===== config.mk =====
export PLATFORM = sky130hd
export DESIGN_NAME = bce_regs
export DESIGN_NICKNAME = d
export VERILOG_FILES = /design/src/bce_pkg.sv /design/src/bce_vga_decode.sv /design/src/bce_regs.sv
export SDC_FILE = /design/constraint.sdc
export NUM_CORES = 1
export LEC_CHECK = 0
export ABC_AREA = 1
export BUFFER_PORTS_ARGS = -buffer_cell sky130_fd_sc_hd__buf_2
export CAP_MARGIN = 20
export CORE_MARGIN = 2
export CORE_UTILIZATION = 44
export CTS_BUF_LIST = sky130_fd_sc_hd__clkbuf_2 sky130_fd_sc_hd__clkbuf_4 sky130_fd_sc_hd__clkbuf_8
export DETAILED_ROUTE_END_ITERATION = 10
export PLACE_DENSITY = 0.79
export SLEW_MARGIN = 10
export SYNTH_ARGS = -nofsm -noshare
export SYNTH_HDL_FRONTEND = slang
export SYNTH_HIERARCHICAL = 1
export SYNTH_SLANG_ARGS = --single-unit
export TNS_END_PERCENT = 30

===== constraint.sdc =====
create_clock -name pclk -period 1.2 [get_ports pclk]
set_input_delay 0.24 -clock pclk [delete_from_list [all_inputs] [get_ports pclk]]
set_output_delay 0.24 -clock pclk [all_outputs]
set_load 0.1 [all_outputs]

===== src/bce_pkg.sv =====
// Purpose: constants for the bridge control and express capability registers
// Assumes: 32-bit apb data, one aligned word per register
// Notes: offsets, reset values and most field positions live here; checks repeat some as literals
package bce_pkg;

  // register byte offsets
  localparam logic [7:0] OFF_CAP_HDR = 8'h40;
  localparam logic [7:0] OFF_DEV_CAP = 8'h44;
  localparam logic [7:0] OFF_BRIDGE_CTRL = 8'h48;
  localparam logic [7:0] OFF_LOCK_CTRL = 8'h4c;

  // bridge control bit positions
  localparam int BC_VGA_FWD = 3;
  localparam int BC_VGA_WIDE = 4;
  localparam int BC_SEC_RST = 6;

  // capability header field positions
  localparam int CH_NXT_LSB = 8;
  localparam int CH_VER_LSB = 16;
  localparam int CH_TYPE_LSB = 20;
  localparam int CH_SLOT = 24;
  localparam int CH_TCS = 30;

  // capability header constant and reset values
  localparam logic [7:0] CAP_ID_VAL = 8'h10;
  localparam logic [7:0] NXT_PTR_RST = 8'hc0;
  localparam logic [3:0] CAP_VER_RST = 4'h1;
  localparam logic [3:0] TYPE_UPSTREAM = 4'h5;
  localparam logic [3:0] TYPE_DOWNSTREAM = 4'h6;
  localparam logic SLOT_RST = 1'b0;
  localparam logic TCS_RST = 1'b1;
  localparam logic TCS_RST_V11 = 1'b0;
  localparam logic [4:0] IMN_VAL = 5'h00;

  // bridge control and lock permit reset values
  localparam logic BC_BIT_RST = 1'b0;
  localparam logic LOCK_PERMIT_RST = 1'b0;

  // cycles after reset before straps are trusted
  localparam logic [1:0] STRAP_SETTLE = 2'h3;

  // vga compatible i/o ranges, low ten address bits
  localparam logic [9:0] VGA_LO0 = 10'h3b0;
  localparam logic [9:0] VGA_HI0 = 10'h3bb;
  localparam logic [9:0] VGA_LO1 = 10'h3c0;
  localparam logic [9:0] VGA_HI1 = 10'h3df;

  // defaults loaded or not yet
  typedef enum logic {
    INIT_WAIT = 1'b0,
    INIT_RUN = 1'b1
  } bce_init_e;

endpackage


===== src/bce_vga_decode.sv =====
// Purpose: match an i/o address against the vga compatible ranges
// Assumes: combinational, caller registers the result
// Notes: 10-bit mode matches every alias of the ranges
`timescale 1ns/1ps
module bce_vga_decode (
  // i/o address under test
  input wire logic [15:0] io_addr,
  // bridge control fields
  input wire logic fwd_en,
  input wire logic wide_sel,
  // forward decision
  output logic hit
);

  logic in_range; // low ten bits inside a vga range
  logic upper_ok; // upper bits acceptable for the decode width

  // range compare on the low ten bits only
  always_comb begin
    in_range = ((io_addr[9:0] >= bce_pkg::VGA_LO0) && (io_addr[9:0] <= bce_pkg::VGA_HI0)) ||
               ((io_addr[9:0] >= bce_pkg::VGA_LO1) && (io_addr[9:0] <= bce_pkg::VGA_HI1));
  end

  // wide decode also wants bits 15:10 clear, so no aliases
  always_comb begin
    upper_ok = !wide_sel || (io_addr[15:10] == 6'h00);
  end

  // width select only matters once forwarding is on
  always_comb begin
    hit = fwd_en && in_range && upper_ok;
  end

endmodule


===== src/bce_regs.sv =====
// Purpose: bridge control upper bits and express capability header over apb
// Assumes: straps come from pins, i/o requests from logic on pclk
// Notes: no wait states on any apb access, lock fields need permit bit
`timescale 1ns/1ps

// Notes on behaviour
// - wide select matters only with forwarding on
// - narrow decode matches aliases, wide does not
// - secondary reset bit drives port reset
// - capability identifier reads fixed 0x10
// - next pointer resets 0xc0, lock writable
// - version resets 0x1, lock writable
// - port type 0x5 upstream, 0x6 downstream
// - slot flag resets zero, lock writable on either port type
// - interrupt message number reads zero
// - tcs flag lock writable, mode dependent default
// - forward enable passes or blocks vga addresses
module bce_regs (
  // clock and reset
  input wire logic pclk,
  input wire logic presetn,
  // apb slave
  input wire logic psel,
  input wire logic penable,
  input wire logic pwrite,
  input wire logic [7:0] paddr,
  input wire logic [31:0] pwdata,
  input wire logic [3:0] pstrb,
  output logic [31:0] prdata,
  output logic pready,
  output logic pslverr,
  // configuration straps from pins
  input wire logic upstream_port_strap,
  input wire logic pcie11_mode_strap,
  // i/o request to check for vga forwarding
  input wire logic io_req_valid,
  input wire logic [15:0] io_req_addr,
  // port outputs
  output logic vga_forward_q,
  output logic sec_bus_reset_q,
  output logic upstream_sec_reset_q
);

  ////////////////////////////////////////////////////////////////////////////
  // declarations

  logic [1:0] strap_s1_q; // first sync stage, read by stage two only
  logic [1:0] strap_s2_q; // second sync stage
  logic [1:0] strap_s3_q; // third sync stage
  logic [1:0] strap_q; // filtered straps, bit1 upstream, bit0 v1.1
  logic [1:0] strap_d; // filtered straps as accepted at this edge
  logic [1:0] settle_q; // cycles since reset release
  bce_pkg::bce_init_e init_q; // defaults loaded state
  logic vga_fwd_en_q; // vga_forward_enable
  logic vga_wide_q; // vga_wide_decode_select
  logic sec_rst_q; // secondary_bus_reset_trigger
  logic [7:0] nxt_ptr_q; // next_capability_pointer
  logic [3:0] cap_ver_q; // capability_version
  logic slot_q; // slot implemented
  logic tcs_q; // traffic_class_routing_supported
  logic lock_permit_q; // lock_writable permit
  logic [3:0] port_type; // derived port type
  logic addr_ok; // mapped address
  logic wr_en; // write completes this edge
  logic lock_wr; // lock field write allowed
  logic [31:0] rdata_d; // read mux
  logic vga_hit; // decoder result

  ////////////////////////////////////////////////////////////////////////////
  // strap capture

  // three flop sync on the pins
  always_ff @(posedge pclk or negedge presetn) begin
    if (!presetn) begin
      strap_s1_q <= 2'h0;
      strap_s2_q <= 2'h0;
      strap_s3_q <= 2'h0;
    end else begin
      strap_s1_q <= {upstream_port_strap, pcie11_mode_strap};
      strap_s2_q <= strap_s1_q;
      strap_s3_q <= strap_s2_q;
    end
  end

  // accept a strap change once stages two and three agree
  always_ff @(posedge pclk or negedge presetn) begin
    if (!presetn) begin
      strap_q <= 2'h0;
    end else begin
      strap_q <= strap_d;
    end
  end

  // wait for the sync chain to fill before loading defaults
  always_ff @(posedge pclk or negedge presetn) begin
    if (!presetn) begin
      settle_q <= 2'h0;
      init_q <= bce_pkg::INIT_WAIT;
    end else if (settle_q != bce_pkg::STRAP_SETTLE) begin
      settle_q <= settle_q + 2'h1;
    end else begin
      init_q <= bce_pkg::INIT_RUN;
    end
  end

  // next filtered strap, so the last default load sees a settled strap
  // port type follows the upstream strap
  always_comb begin
    strap_d = (strap_s2_q == strap_s3_q) ? strap_s3_q : strap_q;
    port_type = strap_q[1] ? bce_pkg::TYPE_UPSTREAM : bce_pkg::TYPE_DOWNSTREAM;
  end

  ////////////////////////////////////////////////////////////////////////////
  // apb handshake

  // decode, completion and lock qualifier
  always_comb begin
    addr_ok = (paddr == bce_pkg::OFF_CAP_HDR) || (paddr == bce_pkg::OFF_DEV_CAP) ||
              (paddr == bce_pkg::OFF_BRIDGE_CTRL) || (paddr == bce_pkg::OFF_LOCK_CTRL);
    wr_en = psel && penable && pready && pwrite && !pslverr;
    lock_wr = wr_en && lock_permit_q && (init_q == bce_pkg::INIT_RUN);
  end

  // ready in the access phase, error on unmapped address
  always_ff @(posedge pclk or negedge presetn) begin
    if (!presetn) begin
      pready <= 1'b0;
      pslverr <= 1'b0;
    end else begin
      pready <= psel && !penable;
      pslverr <= psel && !penable && !addr_ok;
    end
  end

  // read mux, reserved bits zero
  always_comb begin
    rdata_d = 32'h0000_0000;
    unique case (paddr)
      bce_pkg::OFF_CAP_HDR: begin
        rdata_d[7:0] = bce_pkg::CAP_ID_VAL;
        rdata_d[bce_pkg::CH_NXT_LSB +: 8] = nxt_ptr_q;
        rdata_d[bce_pkg::CH_VER_LSB +: 4] = cap_ver_q;
        rdata_d[bce_pkg::CH_TYPE_LSB +: 4] = port_type;
        rdata_d[bce_pkg::CH_SLOT] = slot_q;
        rdata_d[29:25] = bce_pkg::IMN_VAL;
        rdata_d[bce_pkg::CH_TCS] = tcs_q;
      end
      bce_pkg::OFF_BRIDGE_CTRL: begin
        rdata_d[bce_pkg::BC_VGA_FWD] = vga_fwd_en_q;
        rdata_d[bce_pkg::BC_VGA_WIDE] = vga_wide_q;
        rdata_d[bce_pkg::BC_SEC_RST] = sec_rst_q;
      end
      bce_pkg::OFF_LOCK_CTRL: begin
        rdata_d[0] = lock_permit_q;
      end
      default: begin
        rdata_d = 32'h0000_0000;
      end
    endcase
  end

  // read data captured in the setup phase
  always_ff @(posedge pclk or negedge presetn) begin
    if (!presetn) begin
      prdata <= 32'h0000_0000;
    end else if (psel && !penable && !pwrite) begin
      prdata <= rdata_d;
    end else begin
      prdata <= 32'h0000_0000;
    end
  end

  ////////////////////////////////////////////////////////////////////////////
  // bridge control and lock registers

  // plain read/write bits in byte lane zero
  always_ff @(posedge pclk or negedge presetn) begin
    if (!presetn) begin
      vga_fwd_en_q <= bce_pkg::BC_BIT_RST;
      vga_wide_q <= bce_pkg::BC_BIT_RST;
      sec_rst_q <= bce_pkg::BC_BIT_RST;
    end else if (wr_en && pstrb[0] && (paddr == bce_pkg::OFF_BRIDGE_CTRL)) begin
      vga_fwd_en_q <= pwdata[bce_pkg::BC_VGA_FWD];
      vga_wide_q <= pwdata[bce_pkg::BC_VGA_WIDE];
      sec_rst_q <= pwdata[bce_pkg::BC_SEC_RST];
    end
  end

  // lock permit, governs all lock writable fields
  always_ff @(posedge pclk or negedge presetn) begin
    if (!presetn) begin
      lock_permit_q <= bce_pkg::LOCK_PERMIT_RST;
    end else if (wr_en && pstrb[0] && (paddr == bce_pkg::OFF_LOCK_CTRL)) begin
      lock_permit_q <= pwdata[0];
    end
  end

  ////////////////////////////////////////////////////////////////////////////
  // capability header lock writable fields

  // defaults once straps settle, then writes under permit
  always_ff @(posedge pclk or negedge presetn) begin
    if (!presetn) begin
      nxt_ptr_q <= bce_pkg::NXT_PTR_RST;
      cap_ver_q <= bce_pkg::CAP_VER_RST;
      slot_q <= bce_pkg::SLOT_RST;
      tcs_q <= bce_pkg::TCS_RST;
    end else if (init_q == bce_pkg::INIT_WAIT) begin
      // tcs default depends on the v1.1 strap
      tcs_q <= strap_d[0] ? bce_pkg::TCS_RST_V11 : bce_pkg::TCS_RST;
      slot_q <= bce_pkg::SLOT_RST;
    end else if (lock_wr && (paddr == bce_pkg::OFF_CAP_HDR)) begin
      if (pstrb[1]) begin
        nxt_ptr_q <= pwdata[bce_pkg::CH_NXT_LSB +: 8];
      end
      if (pstrb[2]) begin
        cap_ver_q <= pwdata[bce_pkg::CH_VER_LSB +: 4];
      end
      if (pstrb[3]) begin
        slot_q <= pwdata[bce_pkg::CH_SLOT];
        tcs_q <= pwdata[bce_pkg::CH_TCS];
      end
    end
  end

  ////////////////////////////////////////////////////////////////////////////
  // port behaviour

  bce_vga_decode u_vga_decode (
    .io_addr(io_req_addr),
    .fwd_en(vga_fwd_en_q),
    .wide_sel(vga_wide_q),
    .hit(vga_hit)
  );

  // forward decision for the presented i/o address
  always_ff @(posedge pclk or negedge presetn) begin
    if (!presetn) begin
      vga_forward_q <= 1'b0;
    end else begin
      vga_forward_q <= io_req_valid && vga_hit;
    end
  end

  // reset request steered by port type
  always_ff @(posedge pclk or negedge presetn) begin
    if (!presetn) begin
      sec_bus_reset_q <= 1'b0;
      upstream_sec_reset_q <= 1'b0;
    end else begin
      sec_bus_reset_q <= sec_rst_q && !strap_q[1];
      upstream_sec_reset_q <= sec_rst_q && strap_q[1];
    end
  end
endmodule


---- After elaboration in Yosys (flattened, before gate mapping) ----
Index checks and enable logic that the tools add are counted.
operators by class
  add/subtract/negate cells ............... 1
  $mul .................................... 0
  divide/modulo/power cells ............... 0
  $lt $le $gt $ge ......................... 4
  equal/unequal tests ..................... 8
  shift-type cells ........................ 0
  muxes and demuxes ....................... 14
  bitwise gates (word level) .............. 0
  reductions and logical operators ........ 35
operators by type and width
  operator                                                    number
  equality test 8 x 7 -> 1 bit (second input constant)        4
  two-way mux 31 bit                                          1
  two-way mux 24 bit                                          1
  greater-or-equal comparator 10 bit (second input constant)  2
  less-or-equal comparator 10 bit (second input constant)     2
  logical AND 1 bit                                           20
  two-way mux 1 bit                                           10
  logical NOT 1 bit                                           6
  logical NOT 6 bit                                           1
  AND reduction 3 bit                                         2
  logical OR 1 bit                                            5
  inequality test 2 bit (second input constant)               2
  case mux 2 bit (2 select lines)                             1
  adder 2 x 1 -> 2 bit (second input constant)                1
  equality test 2 bit                                         1
  two-way mux 2 bit                                           1
  inequality test 2 x 1 -> 1 bit (second input constant)      1
  AND reduction 2 bit                                         1
storage, ports and cells
  register bits ........................... 66
  latch bits .............................. 0
  RAM bits ................................ 0
  bits in read-only memories .............. 0
  input port bits ......................... 68
  output and inout bits ................... 37
  word-level logic and storage cells ...... 83
  memories kept ........................... 0

---- Longest topological paths before layout ----
Gate-level depths: netlist of the first run.
  depth in word-level cells ............... 9
  gate-level depth with buffers ........... 9
  gate-level depth less buffers ........... 9

---- By module ----
Netlist of the first run, hierarchy kept.
by module, submodules not included
  module          instances  cells an instance  area an instance (sq um)  sequential area each (sq um)
  bce_regs        1          232                2239.6                    1381.3
  bce_vga_decode  1          17                 72.6                      0.0

---- Least setup slack after synthesis of the first run ----
No wires, ideal clock.
  path kind ............................... reg-to-reg
  start point ............................. register pready
  end point ............................... register nxt_ptr_q[4]
  setup time .............................. 0.117 ns
  arrival ................................. 1.753 ns
  data required time ...................... 1.083 ns
  path slack .............................. -0.671 ns
  stages on the path, launching flop included .. 7
  period minus slack after synthesis ...... 1.871 ns
  cells stage by stage .................... dfrtp_1 -> nand3_2 -> nor2_2 -> nand4_4 -> buf_6 -> nand2_1 -> o21ai_2
on the way
  word-level cells in the longest chain between the ends .. 7
ends and longest elaborated chain
  what                            RTL line         RTL
  from (decl)                     bce_regs.sv:30   output logic pready,
  from (signal assigned)          bce_regs.sv:130  pready <= psel && !penable;
  logical AND 1 bit (3 in a row)  bce_regs.sv:120  wr_en = psel && penable && pready && pwrite && !pslverr;
  logical AND 1 bit (2 in a row)  bce_regs.sv:121  lock_wr = wr_en && lock_permit_q && (init_q == bce_pkg::INIT_RUN);
  logical AND 1 bit               bce_regs.sv:212  end else if (lock_wr && (paddr == bce_pkg::OFF_CAP_HDR)) begin
  AND reduction 3 bit (no line)   -
  to (signal assigned)            bce_regs.sv:204  nxt_ptr_q <= bce_pkg::NXT_PTR_RST;
  to (signal assigned)            bce_regs.sv:214  nxt_ptr_q <= pwdata[bce_pkg::CH_NXT_LSB +: 8];
  to (decl)                       bce_regs.sv:57   logic [7:0] nxt_ptr_q;
No other way between the ends.
A chain may end at the register's enable or synchronous reset.

---- Worst setup path in the final report of the first run ----
  start point ............................. register pready
  end point ............................... output port pready
No word-level cell between the ends.

==> results of run 1 <==
[worst paths after layout]
path / startpoint / end / slack (ns) / cells past startpoint
worst max-delay path: pready / pready / -0.13 / 2
worst min-delay path: pcie11_mode_strap / strap_s1_q[0] / 0.04 / 1
worst max register to register: pslverr / nxt_ptr_q[3] / -0.12 / 7
max in group asynchronous: presetn / tcs_q / 0.28 / 3
worst min register to register: strap_s1_q[0] / strap_s2_q[0] / 0.35 / 0
min in group asynchronous: presetn / lock_permit_q / 0.40 / 2
[cell usage after synthesis (all sizes together)]
library cell  instances  area share [%]
nand4                 3             1.7
o21ai                12             3.9
conb                  1            0.16
nor3                  2            0.87
buf                  13             4.3
ha                    1            0.54
nand3                15             3.5
and3                  1            0.27
dfstp                 4             4.5
xnor2                 1            0.38
nor3b                 1            0.54
nor2                 33             6.0
dfrtp                51              55
inv                  48             7.8
nand2                63              10
[report_power, final]
group / leakage, nW / internal, mW / total, mW / switching (mW)
Sequential: 0.716 / 1.88 / 1.91 / 0.0231
Combinational: 1.04 / 0.131 / 0.438 / 0.307
Clock: 0.0549 / 0.550 / 1.10 / 0.549
Total: 1.81 / 2.57 / 3.44 / 0.879
[per-stage QoR]
step | power (mW) | hold slack [ns] | cells | util, %
after global placement | 2.36 | 0.184 | 406 | 64.7
final | 3.44 | 0.0362 | 415 | 68.4
after global routing | 3.59 | 0.0256 | 415 | 68.4
after CTS | 3.47 | 0.0281 | 415 | 67.9
after detailed placement | 2.37 | 0.188 | 406 | 64.7
after floorplan | 2.21 | -0.0556 | 259 | -
[metal layers]
layer,GRT usage (%),up-vias
li1,-,907
met2,32.0,53
met1,18.1,866
met4,5.82,0
met5,0,-
met3,4.74,5
[critical path, stage by stage, from the launching register on]
cell and delay (ns):
dfrtp_4 0.51, buf_6 0.13, buf_12 0.15
[cell type report]
type	count	area, um^2
inverters	48	180
multi-input cells	143	769
well taps	70	87.6
repair buffers	91	941
clock buffers	8	104
flip-flops and latches	55	1390
fillers	382	1600
[cells by family (layout without fill, tap and decap cells)]
kind of cell,Yosys count,in the layout
other cells,1,11
simple gates,118,118
flops,55,55
fa+ha+maj,1,1
compound gates,12,12
buf+inv,61,147
xor+xnor,1,1
[flip-flops by register name, summed over array words and instances, names as in the netlist, 2 cells and up]
| signal | cells |
|---|---|
| strap_s2_q | 2 |
| settle_q | 2 |
| prdata | 21 |
| nxt_ptr_q | 8 |
| strap_q | 2 |
| cap_ver_q | 4 |
| strap_s1_q | 2 |
| strap_s3_q | 2 |
[what timing repair did]
action | CTS | global route
setup endpoints to repair | 19 | 20
setup buffers | 0 | 0
hold endpoints to repair | 13 | 0
hold buffers | 1 | 0
gates resized for setup | 14 | 9
pin swaps | 6 | 3
cloned | 0 | 0
[cells in the final DEF (no fill, tap or decap), types with 9 or more instances in the layout]
cell type and n:
buf_12 30, buf_2 51, conb_1 11, dfrtp_1 49, inv_1 47, nand2_1 52
nand2_2 9, nand3_1 12, nor2_1 29, o21ai_2 10
==> results.py, run 1 <==
metrics = {
    "run_status": {
        "outcome": "complete, but fails checks",
        "violations": "negative setup slack",
    },
    "placement": {
        "place_congestion": 0.792,
        "numPortBuffers": 77,
        "place_area_mm2": 0.00328,
        "post-place-ws_ns": -0.111,
        "hpwl_um": 3580,
    },
    "grt": {
        "grt_overflow": 0,
        "grt_pass1_vias": 1884,
        "grt_max_degree": 23,
        "grtUsageTotal_pct": 17.0,
        "antenna_found_initial": 0,
        "grt_first_pass_wirelength_um": 7910,
    },
    "die": {
        "die_w_um": 76.5,
        "design.die.area_mm2": 0.00585,
        "start_util_pct": 45.6,
        "core_area_mm2": 0.00507,
        "rows": 26,
        "die_h_um": 76.5,
        "ios": 105,
    },
    "clock_network": {
        "cts_tree": "done",
        "htreeDepth": 2,
        "clockBufferDepth": 2,
        "cts_buffers": 5,
        "cts_root_buf": "clkbuf_8",
        "insertion_delay_ns": 0.30,
        "clock_sink_count": 55,
        "clkTransAtPathRegs_ns": 0.09,
    },
    "routing": {
        "dr_wl_met3_um": 243,
        "ant_nets": 0,
        "wirelength_um": 4580,
        "drt-wirelength-per-cell_um": 11.0,
        "routed.top_layer": "met4",
        "vias": 1831,
        "met1Wirelength_um": 1760,
        "drcViolationCount": 0,
        "drt-initial-drc-count": 52,
        "first_pass_iters": 4,
        "wl_met2_um": 2540,
        "avgViaCountPerCell": 4.41,
    },
    "timing": {
        "maxSlewViolCount": 0,
        "postLayoutSetupSlackWorst_ns": -0.129,
        "finClkSkew_ns": 0.00553,
        "setup_viol": 20,
        "fin_crit_ns": 1.33,
        "fin_tns_setup_ns": -1.56,
        "period_share_pct": 111,
        "clock.fmax_ghz": 0.753,
        "hold_viol": 0,
        "rsz0062_at_grt": "yes",
    },
    "cells_and_area": {
        "fin_area_mm2": 0.00347,
        "drive_gt1_share_pct": 40.0,
        "diodes": 0,
        "area_growth_pct": 50.1,
        "final_nets": 413,
    },
    "logic_synthesis": {
        "netlist_area_mm2": 0.00231,
        "yosys.area_share.simple_pct": 23.2,
        "ys_warn_count": 6,
        "ys_ff_latch": 55,
        "synth_top_family_by_area": "simple AND/OR/NAND/NOR gates",
        "synth_cell_type_count": 24,
        "yosys.area_share.adder_pct": 0.541,
        "ys_seq_area_share_pct": 59.7,
        "avgSynthCellArea_um2": 9.29,
        "synth_mux_area_share_pct": 0,
        "synth_compound_area_share_pct": 3.90,
        "synth_xor_area_share_pct": 0.379,
        "synthCells": 249,
    },
    "power": {
        "leakagePower_nw": 1.81,
        "max-vdd-ir-drop_v": 0.000803,
        "p_per_area_mw_per_mm2": 992,
    },
    "critical_path": {
        "worst_setup_path_start_kind": "flop",
        "cp_data_required_time_ns": 0.96,
        "worst-path-max-fanout": 2,
        "worstSetupEndpointType": "primary output",
        "critical_path_class": "flop to primary output",
        "crit_arrival_ns": 1.09,
    },
    "flow_run": {
        "maxCapViolations": 0,
    },
    "min_path": {
        "worstHoldPathType": "input port to flop",
    },
}
Note: power is estimated with default switching activity, not from simulation.
==> run 2: changes to the inputs <==
--- a/config.mk
+++ b/config.mk
@@ -5,14 +5,13 @@
 export SDC_FILE = /design/constraint.sdc
 export NUM_CORES = 1
 export LEC_CHECK = 0
-export ABC_AREA = 1
 export BUFFER_PORTS_ARGS = -buffer_cell sky130_fd_sc_hd__buf_2
 export CAP_MARGIN = 20
 export CORE_MARGIN = 2
-export CORE_UTILIZATION = 44
+export CORE_UTILIZATION = 43
 export CTS_BUF_LIST = sky130_fd_sc_hd__clkbuf_2 sky130_fd_sc_hd__clkbuf_4 sky130_fd_sc_hd__clkbuf_8
 export DETAILED_ROUTE_END_ITERATION = 10
-export PLACE_DENSITY = 0.79
+export PLACE_DENSITY = 0.78
 export SLEW_MARGIN = 10
 export SYNTH_ARGS = -nofsm -noshare
 export SYNTH_HDL_FRONTEND = slang
==> run 2 against run 1 <==
Against the previous run:
- the run still ends with negative setup slack left
- sequential share of layout area increased by 1.3 points
- clock-buffer cell count decreased by 3
- first-iteration DRC count increased by 73%
- clock skew increased by 0.0062 ns
- non-clock buffer count increased by 6
- hold slack improved by 0.0035 ns
- flip-flop and latch count unchanged
- via count decreased by 15%
- sequential power about the same
- final cell count decreased by 19%
- clock power decreased by 6%
- global-route usage decreased by 0.81 points
- largest power group unchanged
==> results.py, run 2 <==
metrics = {
    "logic_synthesis": {
        "ys_seq_area_share_pct": 62.7,
        "synth_edf_count": 0,
        "synthArstFlopShare_pct": 100,
        "synth_mux_area_share_pct": 9.14,
        "yosys.area_share.simple_pct": 18.5,
        "synth_top_family_by_area": "simple AND/OR/NAND/NOR gates",
        "synth_cell_type_count": 39,
        "synth_compound_area_share_pct": 3.52,
        "ys_ff_latch": 55,
        "synth_top_cell_by_area": "dfrtp_1",
        "synth_most_common_cell": "dfrtp_1",
        "ys_warn_count": 6,
        "yosys-top-cells-count": "dfrtp_1, and2_1, mux2_2",
        "yosys-top-cells-area": "dfrtp_1, mux2_2, and2_1, dfstp_2, buf_4",
        "synth_top_area_share_pct": 57.9,
        "avgSynthCellArea_um2": 13.6,
        "synth_xor_area_share_pct": 1.19,
        "synthCells": 162,
        "netlist_area_mm2": 0.00220,
        "dominantRegCellSynth": "dfrtp_1",
        "yosys.area_share.adder_pct": 0.568,
    },
    "timing": {
        "hold_viol": 0,
        "postLayoutSetupSlackWorst_ns": -0.677,
        "clock.fmax_ghz": 0.533,
        "setup_viol": 39,
        "maxSlewViolCount": 0,
        "finClkSkew_ns": 0.0117,
        "fin_crit_ns": 1.88,
        "rsz0062_at_grt": "yes",
        "fin_hold_ws_ns": 0.0397,
        "period_share_pct": 156,
    },
    "critical_path": {
        "worst_setup_path_start_kind": "flop",
        "critical_path_class": "flop to flop",
        "path_cells": "or4b_4, nor4_4, buf_6, nand2_4, mux2_2",
        "cp_top_family": "simple AND/OR/NAND/NOR gates",
        "critPathMaxStageDelay_ns": 0.50,
        "worstSetupEndpointType": "flop",
        "worst-path-max-fanout": 8,
        "cp_data_required_time_ns": 1.40,
        "crit_arrival_ns": 2.08,
        "critical-path-slowest-cell": "or4b_4",
        "path_buf_inv": 1,
        "r2r_start": "pslverr",
        "startpoint": "pslverr",
    },
    "die": {
        "rows": 26,
        "design.die.area_mm2": 0.00571,
        "core_area_mm2": 0.00501,
        "die_h_um": 75.6,
        "die_w_um": 75.6,
        "start_util_pct": 44.0,
        "ios": 105,
    },
    "grt": {
        "grt_overflow": 0,
        "antenna_found_initial": 0,
        "grt_max_degree": 56,
        "grtUsageTotal_pct": 16.2,
        "grt_pass1_vias": 1546,
        "grt_first_pass_wirelength_um": 6900,
    },
    "power": {
        "p_per_area_mw_per_mm2": 1000,
        "pwr-share-clk_pct": 30.7,
        "switching_share_pct": 27.3,
        "switching_power_uw": 920,
        "total_power_mw": 3.37,
        "combinationalPowerShare_pct": 12.8,
        "leakagePower_nw": 1.66,
        "p_int_mw": 2.45,
        "max-vdd-ir-drop_v": 0.000839,
        "pwr-share-seq_pct": 56.6,
    },
    "placement": {
        "hpwl_um": 3300,
        "place_area_mm2": 0.00318,
        "dpl.cell_count": 325,
        "numPortBuffers": 77,
        "place_congestion": 0.798,
    },
    "cells_and_area": {
        "diodes": 0,
        "final_common_cell": "buf_2",
        "top_register": "prdata",
        "drive_gt1_share_pct": 52.8,
        "area_growth_pct": 52.4,
        "finalNonFillerCells": 335,
        "fin_area_mm2": 0.00336,
        "final_cell_mix": "buf_2, dfrtp_1, buf_12",
        "fillers": 377,
        "register_area_mm2": 0.00139,
        "largest_reg_flops": 21,
        "multi_input_area_um2": 822,
        "reg_top3": "prdata x21, nxt_ptr_q x8, cap_ver_q x4",
        "utilization_pct": 67.0,
        "final_nets": 333,
    },
    "routing": {
        "first_pass_iters": 4,
        "wirelength_um": 4330,
        "vias": 1559,
        "drt-wirelength-per-cell_um": 12.9,
        "drcViolationCount": 0,
        "avgViaCountPerCell": 4.65,
        "ant_nets": 0,
        "drt-initial-drc-count": 90,
    },
    "clock_network": {
        "cts_buffers": 5,
        "insertion_delay_ns": 0.31,
        "clockBufferDepth": 2,
        "clkTransAtPathRegs_ns": 0.10,
        "cts_root_buf": "clkbuf_8",
        "cts_tree": "done",
        "clock_sink_count": 55,
        "htreeDepth": 2,
    },
    "run_status": {
        "outcome": "complete, but fails checks",
        "violations": "negative setup slack",
    },
    "min_path": {
        "min_from": "upstream_port_strap",
        "worstHoldPathType": "input port to flop",
    },
    "flow_run": {
        "maxCapViolations": 0,
    },
}
==> run 2: per-layer routing <==
| layer | GRT usage, % | share of wire (%) |
|---|---|---|
| met5 | 0 | 0 |
| met4 | 5.26 | 0.72 |
| met3 | 4.50 | 7.9 |
| met2 | 27.7 | 52 |
| met1 | 19.9 | 40 |
==> run 2: cell type report <==
| class | count | area share (%) |
|---|---|---|
| Sequential cell | 55 | 41.4 |
| Timing Repair Buffer | 97 | 28.7 |
| Multi-Input combinational cell | 104 | 24.5 |
| Tap cell | 70 | 2.61 |
| Clock buffer | 5 | 2.05 |
| Clock inverter | 3 | 0.745 |
| Inverter | 1 | 0.112 |
==> run 2: final timing paths <==
kind / cells past startpoint / end / slack (ns)
worst min register to register: 0 / strap_s2_q[1] / 0.35
max in group asynchronous: 3 / nxt_ptr_q[6] / 0.46
worst max register to register: 5 / nxt_ptr_q[1] / -0.68
min in group asynchronous: 3 / prdata[22] / 0.45
worst max-delay path: 5 / nxt_ptr_q[1] / -0.68
worst min-delay path: 1 / strap_s1_q[1] / 0.04
==> run 2: power by group through the flow <==
stage / Combinational, mW / Sequential, mW / Clock, mW
6_report: 0.430 / 1.90 / 1.03
5_1_grt: 0.464 / 1.91 / 1.15
4_1_cts: 0.432 / 1.90 / 1.07
3_5_place_dp: 0.419 / 1.94 / 0
3_3_place_gp: 0.413 / 1.94 / 0
2_1_floorplan: 0.229 / 1.96 / 0
==> run 2: repair_timing <==
| action | in CTS | in global routing |
|---|---|---|
| resized for setup | 12 | 4 |
| endpoints found under the hold margin | 51 | 0 |
| pin swaps | 7 | 3 |
| setup endpoints to repair | 40 | 42 |
| buffers inserted | 1 | 0 |
| hold buffers | 1 | 0 |
==> run 2: cells by family after synthesis <==
logic type | after synthesis
DFF | 55
AOI/OAI and AO/OA | 12
xor gates and xnor gates | 3
and+or+nand+nor | 59
adders and majority gates | 1
buffers and inverters | 13
other | 1
muxes | 18
==> run 2: metrics by stage <==
stage	worst slack [ns]	TNS, ns
2_1_floorplan	-0.838	-22.40
3_3_place_gp	-0.760	-23.19
3_5_place_dp	-0.825	-24.08
4_1_cts	-0.729	-14.20
5_1_grt	-0.750	-16.01
6_report	-0.677	-13.69
